<file path="src/shared/oasc_defs.svh">
// offsets, field positions, encodings and reset values of the shutdown block
// assumes a 32-bit AHB-Lite register bus, one aligned word per register
`ifndef OASC_DEFS_SVH
`define OASC_DEFS_SVH

`define OASC_ADDR_CTRL    32'h0000_0000
`define OASC_ADDR_SRC     32'h0000_0004
`define OASC_ADDR_POL     32'h0000_0008
`define OASC_ADDR_STAT    32'h0000_000c
`define OASC_ADDR_IRQ_STS 32'h0000_0010
`define OASC_ADDR_IRQ_MSK 32'h0000_0014

`define OASC_CTL_ASE      0
`define OASC_CTL_ARSEN    1
`define OASC_CTL_AC_LSB   2
`define OASC_CTL_BD_LSB   4

`define OASC_SRC_PIN      0
`define OASC_SRC_CMP1     1
`define OASC_SRC_CMP2     2
`define OASC_SRC_CELL2    3

`define OASC_OVR_LOW      2'h0
`define OASC_OVR_HIGH     2'h1
`define OASC_OVR_TRI      2'h2
`define OASC_OVR_INACT    2'h3

`define OASC_IRQ_SHUT     0
`define OASC_IRQ_RESUME   1

`define OASC_RST_OVR      2'h0
`define OASC_RST_NIB      4'h0
`define OASC_RST_IRQ      2'h0
`define OASC_RST_FLT      4'hf

`endif

</file>
<file path="src/shared/oasc_pkg.sv">
// types of the shutdown block
// assumes the override codes of oasc_defs.svh; the state codes are one-hot literals here
package oasc_pkg;

  typedef enum logic [2:0]
  {
    OASC_ST_RUN  = 3'b001,
    OASC_ST_SHUT = 3'b010,
    OASC_ST_WAIT = 3'b100
  } oasc_state_t;

  typedef logic [1:0] oasc_ovr_t;

endpackage

</file>
<file path="src/verilog/oasc_sync.sv">
// two-flop level synchroniser for the fault inputs
// assumes inputs that are asynchronous to hclk
`timescale 1ns/10ps
module oasc_sync
#(
  parameter int                WIDTH   = 4,
  parameter logic [WIDTH-1:0]  RST_VAL = '1
)
(
  input  wire logic             hclk,
  input  wire logic             hresetn,
  input  wire logic [WIDTH-1:0] din,
  output logic      [WIDTH-1:0] dout
);

  logic [WIDTH-1:0] meta_r;
  logic [WIDTH-1:0] meta_nxt;
  logic [WIDTH-1:0] dout_nxt;

  always_comb
  begin
    meta_nxt = din;
    dout_nxt = meta_r;
  end

  always_ff @(posedge hclk or negedge hresetn)
  begin
    if (!hresetn)
    begin
      meta_r <= RST_VAL;
      dout   <= RST_VAL;
    end
    else
    begin
      meta_r <= meta_nxt;
      dout   <= dout_nxt;
    end
  end

endmodule

</file>
<file path="src/verilog/oasc_top.sv">
// output auto-shutdown control with AHB-Lite registers
// assumes waveform levels and rising events from a waveform core on hclk,
// and asynchronous, active-low fault sources
//
// What this block does
// - entering shutdown puts the override levels on the drive outputs at the next edge.
// - overrides stay until the first rising event after the shutdown bit clears.
// - writing a one to the shutdown event bit enters shutdown.
// - an active enabled fault overrides the drive latches with no software action.
// - any mix of sources may be enabled and each requests shutdown while low.
// - the sources are the remapped pin, comparator 1, comparator 2 and logic cell 2.
// - one override field serves outputs a and c, the other b and d.
// - each field picks low, high, high impedance or the inactive waveform level.
// - polarity applies to the inactive choice only, not to forced low or high.
// - the auto-restart bit picks software or automatic resumption.
// - without auto-restart software clears the bit, held set while a fault lasts.
// - with auto-restart hardware clears the bit once all enabled faults are gone.
//
// Decided for this implementation: the address map and the AHB-Lite slave port.
`timescale 1ns/10ps
`include "oasc_defs.svh"
module oasc_top
(
  input  wire logic        hclk,
  input  wire logic        hresetn,
  input  wire logic        hsel,
  input  wire logic [31:0] haddr,
  input  wire logic [1:0]  htrans,
  input  wire logic        hwrite,
  input  wire logic [2:0]  hsize,
  input  wire logic [31:0] hwdata,
  input  wire logic        hready,
  output logic             hreadyout,
  output logic      [31:0] hrdata,
  output logic             hresp,
  output logic             irq,
  input  wire logic        wave_a,
  input  wire logic        wave_b,
  input  wire logic        wave_c,
  input  wire logic        wave_d,
  input  wire logic        rise_event,
  input  wire logic        fault_pin,
  input  wire logic        comparator1_output,
  input  wire logic        comparator2_output,
  input  wire logic        logic_cell2_output,
  output logic             drive_out_a,
  output logic             drive_out_b,
  output logic             drive_out_c,
  output logic             drive_out_d,
  output logic             drive_oe_a,
  output logic             drive_oe_b,
  output logic             drive_oe_c,
  output logic             drive_oe_d,
  output logic             shutdown_active
);

  // **********************************************************
  // override level decode, returns {oe, level}
  // **********************************************************
  function automatic logic [1:0] ovr_drive(input oasc_pkg::oasc_ovr_t sel, input logic pol);
    case (sel)
      `OASC_OVR_LOW:   ovr_drive = 2'b10;
      `OASC_OVR_HIGH:  ovr_drive = 2'b11;
      `OASC_OVR_TRI:   ovr_drive = 2'b00;
      default:         ovr_drive = {1'b1, pol};
    endcase
  endfunction

  logic [3:0]            flt_s;
  logic                  wr_r,   wr_nxt;
  logic [31:0]           addr_r, addr_nxt;
  logic [31:0]           rdata_nxt;
  logic                  wr_ctrl, wr_src, wr_pol, wr_sts, wr_msk;
  logic                  ase_r,   ase_nxt;
  logic                  arsen_r, arsen_nxt;
  oasc_pkg::oasc_ovr_t   ac_r,    ac_nxt;
  oasc_pkg::oasc_ovr_t   bd_r,    bd_nxt;
  logic [3:0]            src_r,   src_nxt;
  logic [3:0]            pol_r,   pol_nxt;
  logic [1:0]            sts_r,   sts_nxt;
  logic [1:0]            msk_r,   msk_nxt;
  logic                  irq_nxt;
  logic                  fault_req;
  oasc_pkg::oasc_state_t st_r,    st_nxt;
  logic [1:0]            da, db, dc, dd;
  logic                  ovr_on;

  // **********************************************************
  // fault synchronisers
  // **********************************************************
  oasc_sync #(.WIDTH(4), .RST_VAL(`OASC_RST_FLT)) u_sync
  (
    .hclk    (hclk),
    .hresetn (hresetn),
    .din     ({logic_cell2_output, comparator2_output, comparator1_output, fault_pin}),
    .dout    (flt_s)
  );

  // **********************************************************
  // bus slave, zero wait states
  // **********************************************************
  always_comb
  begin
    wr_nxt   = hsel & htrans[1] & hready & hwrite;
    addr_nxt = (hsel & htrans[1] & hready) ? haddr : addr_r;
    wr_ctrl  = wr_r & (addr_r == `OASC_ADDR_CTRL);
    wr_src   = wr_r & (addr_r == `OASC_ADDR_SRC);
    wr_pol   = wr_r & (addr_r == `OASC_ADDR_POL);
    wr_sts   = wr_r & (addr_r == `OASC_ADDR_IRQ_STS);
    wr_msk   = wr_r & (addr_r == `OASC_ADDR_IRQ_MSK);
    rdata_nxt = 32'h0000_0000;
    if (hsel & htrans[1] & hready & ~hwrite)
    begin
      case (haddr)
        `OASC_ADDR_CTRL:    rdata_nxt = {26'h0, bd_nxt, ac_nxt, arsen_nxt, ase_nxt};
        `OASC_ADDR_SRC:     rdata_nxt = {28'h0, src_nxt};
        `OASC_ADDR_POL:     rdata_nxt = {28'h0, pol_nxt};
        `OASC_ADDR_STAT:    rdata_nxt = {23'h0, fault_req, flt_s, 1'b0, st_nxt};
        `OASC_ADDR_IRQ_STS: rdata_nxt = {30'h0, sts_nxt};
        `OASC_ADDR_IRQ_MSK: rdata_nxt = {30'h0, msk_nxt};
        default:            rdata_nxt = 32'h0000_0000;
      endcase
    end
  end

  always_ff @(posedge hclk or negedge hresetn)
  begin
    if (!hresetn)
    begin
      wr_r      <= 1'b0;
      addr_r    <= 32'h0000_0000;
      hrdata    <= 32'h0000_0000;
      hreadyout <= 1'b1;
      hresp     <= 1'b0;
    end
    else
    begin
      wr_r      <= wr_nxt;
      addr_r    <= addr_nxt;
      hrdata    <= rdata_nxt;
      hreadyout <= 1'b1;
      hresp     <= 1'b0;
    end
  end

  // **********************************************************
  // control registers and shutdown event bit
  // **********************************************************
  always_comb
  begin
    fault_req = |(src_r & ~flt_s);
    arsen_nxt = wr_ctrl ? hwdata[`OASC_CTL_ARSEN] : arsen_r;
    ac_nxt    = wr_ctrl ? hwdata[`OASC_CTL_AC_LSB +: 2] : ac_r;
    bd_nxt    = wr_ctrl ? hwdata[`OASC_CTL_BD_LSB +: 2] : bd_r;
    src_nxt   = wr_src ? hwdata[3:0] : src_r;
    pol_nxt   = wr_pol ? hwdata[3:0] : pol_r;
    ase_nxt   = wr_ctrl ? hwdata[`OASC_CTL_ASE] : ase_r;
    if (arsen_r & ase_r & ~fault_req & ~(wr_ctrl & hwdata[`OASC_CTL_ASE]))
      ase_nxt = 1'b0;
    if (fault_req)
      ase_nxt = 1'b1;
  end

  always_ff @(posedge hclk or negedge hresetn)
  begin
    if (!hresetn)
    begin
      ase_r   <= 1'b0;
      arsen_r <= 1'b0;
      ac_r    <= `OASC_RST_OVR;
      bd_r    <= `OASC_RST_OVR;
      src_r   <= `OASC_RST_NIB;
      pol_r   <= `OASC_RST_NIB;
    end
    else
    begin
      ase_r   <= ase_nxt;
      arsen_r <= arsen_nxt;
      ac_r    <= ac_nxt;
      bd_r    <= bd_nxt;
      src_r   <= src_nxt;
      pol_r   <= pol_nxt;
    end
  end

  // **********************************************************
  // shutdown state: run, shut, wait for rising event
  // **********************************************************
  always_comb
  begin
    st_nxt = st_r;
    case (st_r)
      oasc_pkg::OASC_ST_RUN:
        if (ase_nxt)
          st_nxt = oasc_pkg::OASC_ST_SHUT;
      oasc_pkg::OASC_ST_SHUT:
        if (!ase_nxt)
          st_nxt = oasc_pkg::OASC_ST_WAIT;
      oasc_pkg::OASC_ST_WAIT:
        if (ase_nxt)
          st_nxt = oasc_pkg::OASC_ST_SHUT;
        else if (rise_event)
          st_nxt = oasc_pkg::OASC_ST_RUN;
      default:
        st_nxt = oasc_pkg::OASC_ST_RUN;
    endcase
  end

  always_ff @(posedge hclk or negedge hresetn)
  begin
    if (!hresetn)
      st_r <= oasc_pkg::OASC_ST_RUN;
    else
      st_r <= st_nxt;
  end

  // **********************************************************
  // interrupt status, write one to clear, set wins
  // **********************************************************
  always_comb
  begin
    sts_nxt = sts_r & ~(wr_sts ? hwdata[1:0] : 2'b00);
    if (st_r == oasc_pkg::OASC_ST_RUN && st_nxt == oasc_pkg::OASC_ST_SHUT)
      sts_nxt[`OASC_IRQ_SHUT] = 1'b1;
    if (st_r == oasc_pkg::OASC_ST_WAIT && st_nxt == oasc_pkg::OASC_ST_RUN)
      sts_nxt[`OASC_IRQ_RESUME] = 1'b1;
    msk_nxt = wr_msk ? hwdata[1:0] : msk_r;
    irq_nxt = |(sts_nxt & msk_nxt);
  end

  always_ff @(posedge hclk or negedge hresetn)
  begin
    if (!hresetn)
    begin
      sts_r <= `OASC_RST_IRQ;
      msk_r <= `OASC_RST_IRQ;
      irq   <= 1'b0;
    end
    else
    begin
      sts_r <= sts_nxt;
      msk_r <= msk_nxt;
      irq   <= irq_nxt;
    end
  end

  // **********************************************************
  // drive outputs
  // **********************************************************
  always_comb
  begin
    ovr_on = (st_nxt != oasc_pkg::OASC_ST_RUN);
    da = ovr_on ? ovr_drive(ac_r, pol_r[0]) : {1'b1, wave_a ^ pol_r[0]};
    dc = ovr_on ? ovr_drive(ac_r, pol_r[2]) : {1'b1, wave_c ^ pol_r[2]};
    db = ovr_on ? ovr_drive(bd_r, pol_r[1]) : {1'b1, wave_b ^ pol_r[1]};
    dd = ovr_on ? ovr_drive(bd_r, pol_r[3]) : {1'b1, wave_d ^ pol_r[3]};
  end

  always_ff @(posedge hclk or negedge hresetn)
  begin
    if (!hresetn)
    begin
      {drive_oe_a, drive_out_a} <= 2'b10;
      {drive_oe_b, drive_out_b} <= 2'b10;
      {drive_oe_c, drive_out_c} <= 2'b10;
      {drive_oe_d, drive_out_d} <= 2'b10;
      shutdown_active           <= 1'b0;
    end
    else
    begin
      {drive_oe_a, drive_out_a} <= da;
      {drive_oe_b, drive_out_b} <= db;
      {drive_oe_c, drive_out_c} <= dc;
      {drive_oe_d, drive_out_d} <= dd;
      shutdown_active           <= ovr_on;
    end
  end
endmodule

</file>
<file path="config.mk">
export PLATFORM = sky130hd
export DESIGN_NAME = oasc_top
export DESIGN_NICKNAME = d
export VERILOG_FILES = /design/src/shared/oasc_pkg.sv /design/src/verilog/oasc_sync.sv /design/src/verilog/oasc_top.sv
export VERILOG_INCLUDE_DIRS = /design/src /design/src/shared
export SDC_FILE = /design/constraint.sdc
export NUM_CORES = 1
export LEC_CHECK = 0
export BUFFER_PORTS_ARGS = -buffer_cell sky130_fd_sc_hd__buf_2
export CAP_MARGIN = 0
export CORE_ASPECT_RATIO = 0.75
export CORE_UTILIZATION = 46
export CTS_CLUSTER_DIAMETER = 150
export CTS_CLUSTER_SIZE = 40
export DETAILED_ROUTE_END_ITERATION = 6
export MAX_ROUTING_LAYER = met4
export PLACE_DENSITY = 0.74
export SLEW_MARGIN = 20
export SYNTH_ARGS = -nofsm -noshare
export SYNTH_HDL_FRONTEND = slang
export SYNTH_SLANG_ARGS = --single-unit
</file>
<file path="constraint.sdc">
create_clock -name hclk -period 2.67 [get_ports hclk]
set_clock_uncertainty 0.2 [all_clocks]
set_input_delay 0.267 -clock hclk [delete_from_list [all_inputs] [get_ports hclk]]
set_output_delay 0.267 -clock hclk [all_outputs]
set_load 0.03 [all_outputs]
</file>
==> impl_metrics.tcl, run 1 <==
set metrics [dict create \
    p_sw_mw 1.03 \
    cp-end-kind "register" \
    outcome "finished clean" \
    grt_pass1_wl_um 13400 \
    area_delta_synth_final_pct 32.4 \
    design.portCount 127 \
    place_inst 478 \
    ant_nets 0 \
    top_layer "met4" \
    fp.dieW_um 107 \
    gp_congestion 0.799 \
    crit_fanout 6 \
    synth_top_area_share_pct 44.9 \
    grt_pass1_vias 2772 \
    drt-total-wl_um 8730 \
    start_util_pct 47.8 \
    hold_start "haddr[2]" \
    antenna_cells 0 \
    yosysUniqueCellTypes 53 \
    grt.overflow.total 0 \
    clock-root-buffer "clkbuf_8" \
    ir_drop_v 0.000444 \
    r2r-start "addr_r[30]" \
    core-area_um2 7920 \
    drive_gt1_share_pct 45.6 \
    worstMarginPinSlew_ns 0.713 \
    ys_seq_elements 79 \
    wl_met2_um 4380 \
    fin_crit_ns 2.65 \
    final_area_um2 5010 \
    final_core_util_pct 63.3 \
    synth.avg_cell_area_um2 12.5 \
    pwr-share-comb_pct 24.9 \
    p_clk_share_pct 29.3 \
    h-tree-depth 3 \
    fmax_mhz 378 \
    grt_setup_unrepaired "true" \
    internal_power_mw 2.27 \
    postSynthCellCount 303 \
    dp_hpwl_um 5540 \
    cts_buffer_depth 2 \
    wl_met1_um 3680 \
    finalHoldViolations 0 \
    wl_per_cell_um 16.2 \
    slew_viol_final 0 \
    hold_class "in -> reg" \
    final_cell_mix "70 x buf_2, 68 x dfrtp_1, 39 x mux2_2, 39 x dlygate4sd3_1, 25 x conb_1" \
    maxSlewHeadroom_pct 52.5 \
    antenna_found_initial 0 \
    vias 2786 \
    wl_met3_um 443 \
    crit_start "haddr[6]" \
    place_area_um2 4210 \
    drv_cap 0 \
    synth_area_leaders "dfrtp_1 45%, mux2_2 12%, dfstp_2 7.6%" \
    swShare_pct 31.3 \
    layout_commonest_cell "buf_2" \
    yosysTopAreaCell "dfrtp_1" \
    dieHeight_um 80.6 \
    grt_max_degree 80 \
    cts_tree "built" \
    layout.nets 512 \
    numCtsBuffers 9 \
    dr.pass1.iters 4 \
    clk_pin_slew_worst_paths_ns 0.08 \
    final_cells 539 \
    cp-start-kind "primary input" \
    powerDensity_nw_per_um2 660 \
    post-route-period-util_pct 99.2 \
    place_ws_ns 0.0383 \
    leakage_nw 2.24 \
    finalPower_mw 3.31 \
    clkSinkCount 79 \
    grt.total_usage_pct 21.3 \
    seqPwrFrac_pct 45.8 \
    viasPerCell 5.17 \
    worst_slack_ns 0.0223 \
    worst_ep_required_time_ns 2.74 \
    rows 28 \
    setup_viol 0 \
    synth_edf_count 0 \
    insertion_delay_ns 0.35 \
    synth_flop_cell "dfrtp_1" \
    async_reset_ff_share_pct 100 \
    crit_type "in -> reg" \
    die_area_um2 8600 \
    synthesis.area_um2 3790 \
    drt_iter0_markers 199 \
    port_buffers 71 \
    ys_seq_area_share_pct 52.6 \
    yosysWarnings 0 \
    drc_errors 0 \
    worstPathArrival_ns 2.71 \
]
-- routing by layer --
layer,track usage (%),vias up
met5,-,-
met1,26.3,1381
met3,5.68,22
met2,33.5,97
met4,8.49,0
li1,-,1286
-- power groups by stage --
stage / sequential, mW / clock, mW / combinational (mW)
2_1_floorplan: 1.57 / 0 / 0.485
5_1_grt: 1.53 / 1.04 / 0.890
6_report: 1.51 / 0.970 / 0.824
4_1_cts: 1.50 / 0.991 / 0.758
3_5_place_dp: 1.52 / 0 / 0.714
3_3_place_gp: 1.51 / 0 / 0.699
-- cell type report --
type                       count  area (um2)
fill                         591        2910
sequential                    79        1990
timing repair buffer         126         885
tap                          105         131
multi-input combinational    198        1730
inverter                      15        56.3
clock inverter                 7        95.1
clock buffer                   9         124
-- repair_timing --
action / 4_1_cts / 5_1_grt
endpoints found under the hold margin: 106 / 0
buffers inserted: 0 / 6
setup endpoints to repair: 0 / 11
gates resized for setup: 0 / 24
hold buffers: 39 / 0
-- stage by stage --
step	hold WS [ns]	setup TNS (ns)
after floorplan	-0.229	0
after global placement	0.147	0
after detailed placement	0.147	0
after CTS	0.00859	0
after global routing	0.0342	-0.302
final	0.0448	0
-- cells by family (layout without fill, tap and decap cells) --
group           Yosys count  after routing  share of synthesized area, %
buf+inv                  49            157                          7.83
flops                    79             79                          52.6
compound gates           35             35                          7.63
xor+xnor                  1              1                         0.231
mux                      46             46                          13.5
simple gates             91             91                          18.0
other cells               2             25                         0.198
-- critical path, stage by stage --
cell	delay, ns
dlygate4sd3_1	0.53
buf_2	0.13
nor4_1	0.26
nand4_1	0.19
nor3_2	0.33
buf_4	0.19
nand3b_1	0.25
nor2_1	0.30
a2111oi_4	0.06
a21oi_1	0.20
-- cells in the mapped netlist, types with 3 or more instances --
library cell and number:
nor2b_1 7, clkbuf_1 5, nor4_1 7, nor4_4 6
a311oi_1 4, a21oi_1 5, nor3_1 4, nor2_1 11
nor4_2 5, nand4_1 4, a221oi_1 3, o21ai_0 3
mux2i_1 4, nand2b_1 4, mux2_2 42, buf_4 28
inv_1 15, nand2_1 17, nand3_1 3, dfstp_2 11
a211oi_1 5, or2_2 5, dfrtp_1 68
-- path summary, 6_finish.rpt --
path	slack, ns	depth (start not counted)	end
max reg2reg	0.06	9	hrdata[0]
min in group asynchronous	0.30	2	drive_out_a
min reg2reg	0.16	0	u_sync.dout[0]
min	0.04	2	addr_r[2]
max	0.02	10	hrdata[0]
max in group asynchronous	1.46	2	addr_r[18]
-- sequential cells by signal (all words and copies together), names as in the netlist, 2 cells and up --
name and flops:
u_sync.dout 4, msk_r 2, addr_r 32, pol_r 4
hrdata 9, sts_r 2, ac_r 2, bd_r 2
src_r 4, u_sync.dout_nxt 4, st_r 3
No activity file was read; power rests on OpenSTA's default activity.
==> inputs of run 2 (changes only) <==
--- a/config.mk
+++ b/config.mk
@@ -8,13 +8,15 @@
 export LEC_CHECK = 0
 export BUFFER_PORTS_ARGS = -buffer_cell sky130_fd_sc_hd__buf_2
 export CAP_MARGIN = 0
+export CELL_PAD_IN_SITES_DETAIL_PLACEMENT = 1
+export CELL_PAD_IN_SITES_GLOBAL_PLACEMENT = 1
 export CORE_ASPECT_RATIO = 0.75
-export CORE_UTILIZATION = 46
+export CORE_UTILIZATION = 35
 export CTS_CLUSTER_DIAMETER = 150
 export CTS_CLUSTER_SIZE = 40
 export DETAILED_ROUTE_END_ITERATION = 6
 export MAX_ROUTING_LAYER = met4
-export PLACE_DENSITY = 0.74
+export PLACE_DENSITY = 0.72
 export SLEW_MARGIN = 20
 export SYNTH_ARGS = -nofsm -noshare
 export SYNTH_HDL_FRONTEND = slang
==> impl_metrics.tcl, run 2 (synthesis results as in run 1) <==
set metrics [dict create \
    outcome "complete, but fails checks" \
    failed_checks "hold timing" \
    dieHeight_um 92.1 \
    start_util_pct 36.4 \
    drt_iter0_markers 129 \
    grt_setup_unrepaired "true" \
    holdPathStages 3 \
    h-tree-depth 3 \
    fmax_mhz 384 \
    dp_hpwl_um 6450 \
    final_cell_mix "70 x buf_2, 67 x dfrtp_1, 40 x mux2_2, 37 x dlygate4sd3_1, 25 x conb_1" \
    wl_per_cell_um 16.7 \
    hold_start "hwdata[2]" \
    insertion_delay_ns 0.34 \
    drive_gt1_share_pct 45.9 \
    reg_top3 "addr_r: 32 flops, hrdata: 9 flops" \
    path_cells "dlygate4sd3_1 -> buf_2 -> nor4_2 -> nand4_1 -> nor3_2 -> buf_4 -> nand3b_1 -> buf_4 -> a211o_1 -> a31oi_1" \
    grt_max_degree 80 \
    final_core_util_pct 48.6 \
    clk_pin_slew_worst_paths_ns 0.06 \
    grt.overflow.total 0 \
    maxSlewHeadroom_pct 60.8 \
    grt.total_usage_pct 18.4 \
    layout_commonest_cell "buf_2" \
    crit_slowest_cell "dlygate4sd3_1" \
    area_delta_synth_final_pct 33.7 \
    fin_crit_ns 2.60 \
    drt-total-wl_um 9460 \
    regMostFlops "addr_r" \
    gp_congestion 0.784 \
    cts_tree "built" \
    hold_class "in -> reg" \
    worstPathArrival_ns 2.64 \
    setup_viol 0 \
    largest_reg_flops 32 \
    ant_nets 0 \
    crit_fanout 7 \
    die_area_um2 11200 \
    dr.pass1.iters 6 \
    core-area_um2 10400 \
    rows 32 \
    finalHoldViolations 1 \
    hold_slack_ns -0.00239 \
    vias 2752 \
    min_to "ac_r[0]" \
    drv_cap 0 \
    ir_drop_v 0.000328 \
    post-route-period-util_pct 97.5 \
    worst_ep_required_time_ns 2.70 \
    rr_endpoint "hrdata[0]" \
    clkSinkCount 79 \
    clock-root-buffer "clkbuf_16" \
    slew_viol_final 0 \
    port_buffers 71 \
    final_cells 567 \
    cp-start-kind "primary input" \
    cp-end-kind "register" \
    worstMarginPinSlew_ns 0.588 \
    r2r_slack_ns 0.08 \
    leakage_nw 2.26 \
    grt_pass1_vias 2898 \
    drc_errors 0 \
    viasPerCell 4.85 \
    fp.dieW_um 122 \
    grt_pass1_wl_um 15000 \
    r2r-start "addr_r[1]" \
    cts_buffer_depth 2 \
    crit_type "in -> reg" \
    place_inst 510 \
    reg2reg_depth 6 \
    antenna_cells 0 \
    cp_common_cell "buf_4" \
    crit_start "haddr[6]" \
    critical-path-max-stage-delay_ns 0.52 \
    numCtsBuffers 9 \
    design.portCount 127 \
    powerDensity_nw_per_um2 689 \
    layout.nets 509 \
    antenna_found_initial 0 \
]
[run 2: where the power goes]
part	total, mW	switching, mW	internal [mW]
sequential	1.52	0.144	1.37
combinational	0.797	0.454	0.343
clock	1.17	0.470	0.703
total	3.49	1.07	2.42
[run 2: how the worst max path moves through the flow]
stage	end	slack [ns]	cells after the start
global placement	hrdata[2]	0.02	8
CTS	hrdata[0]	0.001	6
finish	hrdata[1]	0.07	10
global route	hrdata[0]	-0.09	10
floorplan	hrdata[0]	0.13	6
detailed placement	drive_out_a	-0.05	7
[run 2: cell type report]
type / instances / area [um2]
fillers: 1122 / 5350
flip-flops and latches: 79 / 1990
multi-input cells: 198 / 1700
repair buffers: 123 / 857
clock buffers: 13 / 270
well taps: 136 / 170
inverters: 15 / 56.3
clock inverters: 3 / 17.5
[run 2: per-stage QoR]
| stage | setup TNS, ns | total power [mW] | worst slack, ns | area (um2) |
|---|---|---|---|---|
| global route | -0.190 | 3.67 | -0.0892 | 5060 |
| finish | 0 | 3.49 | 0.0671 | 5060 |
| floorplan | 0 | 2.05 | 0.134 | 3870 |
| CTS | 0 | 3.47 | 0.00101 | 4910 |
| global placement | 0 | 2.20 | 0.0168 | 4240 |
| detailed placement | -0.161 | 2.24 | -0.0499 | 4240 |
[run 2: metal layers]
layer / vias up / routed length (um) / global-route usage [%]
li1: 1285 / - / -
met1: 1391 / 4310 / 23.9
met2: 65 / 4630 / 27.9
met3: 11 / 368 / 4.91
met4: 0 / 142 / 6.10
met5: - / 0 / -
[run 2: timing repair]
item / 4_1_cts / 5_1_grt
buffers inserted: 1 / 2
pin swaps: 1 / 7
hold buffers: 37 / 0
endpoints found under the setup margin: 8 / 9
resized for setup: 1 / 21
hold endpoints to repair: 104 / 0
[run 2: critical path: cells and delay by family]
kind            cells  cell delay (ns)
simple gates        4             0.87
compound gates      2             0.50
buf+inv             4             0.99
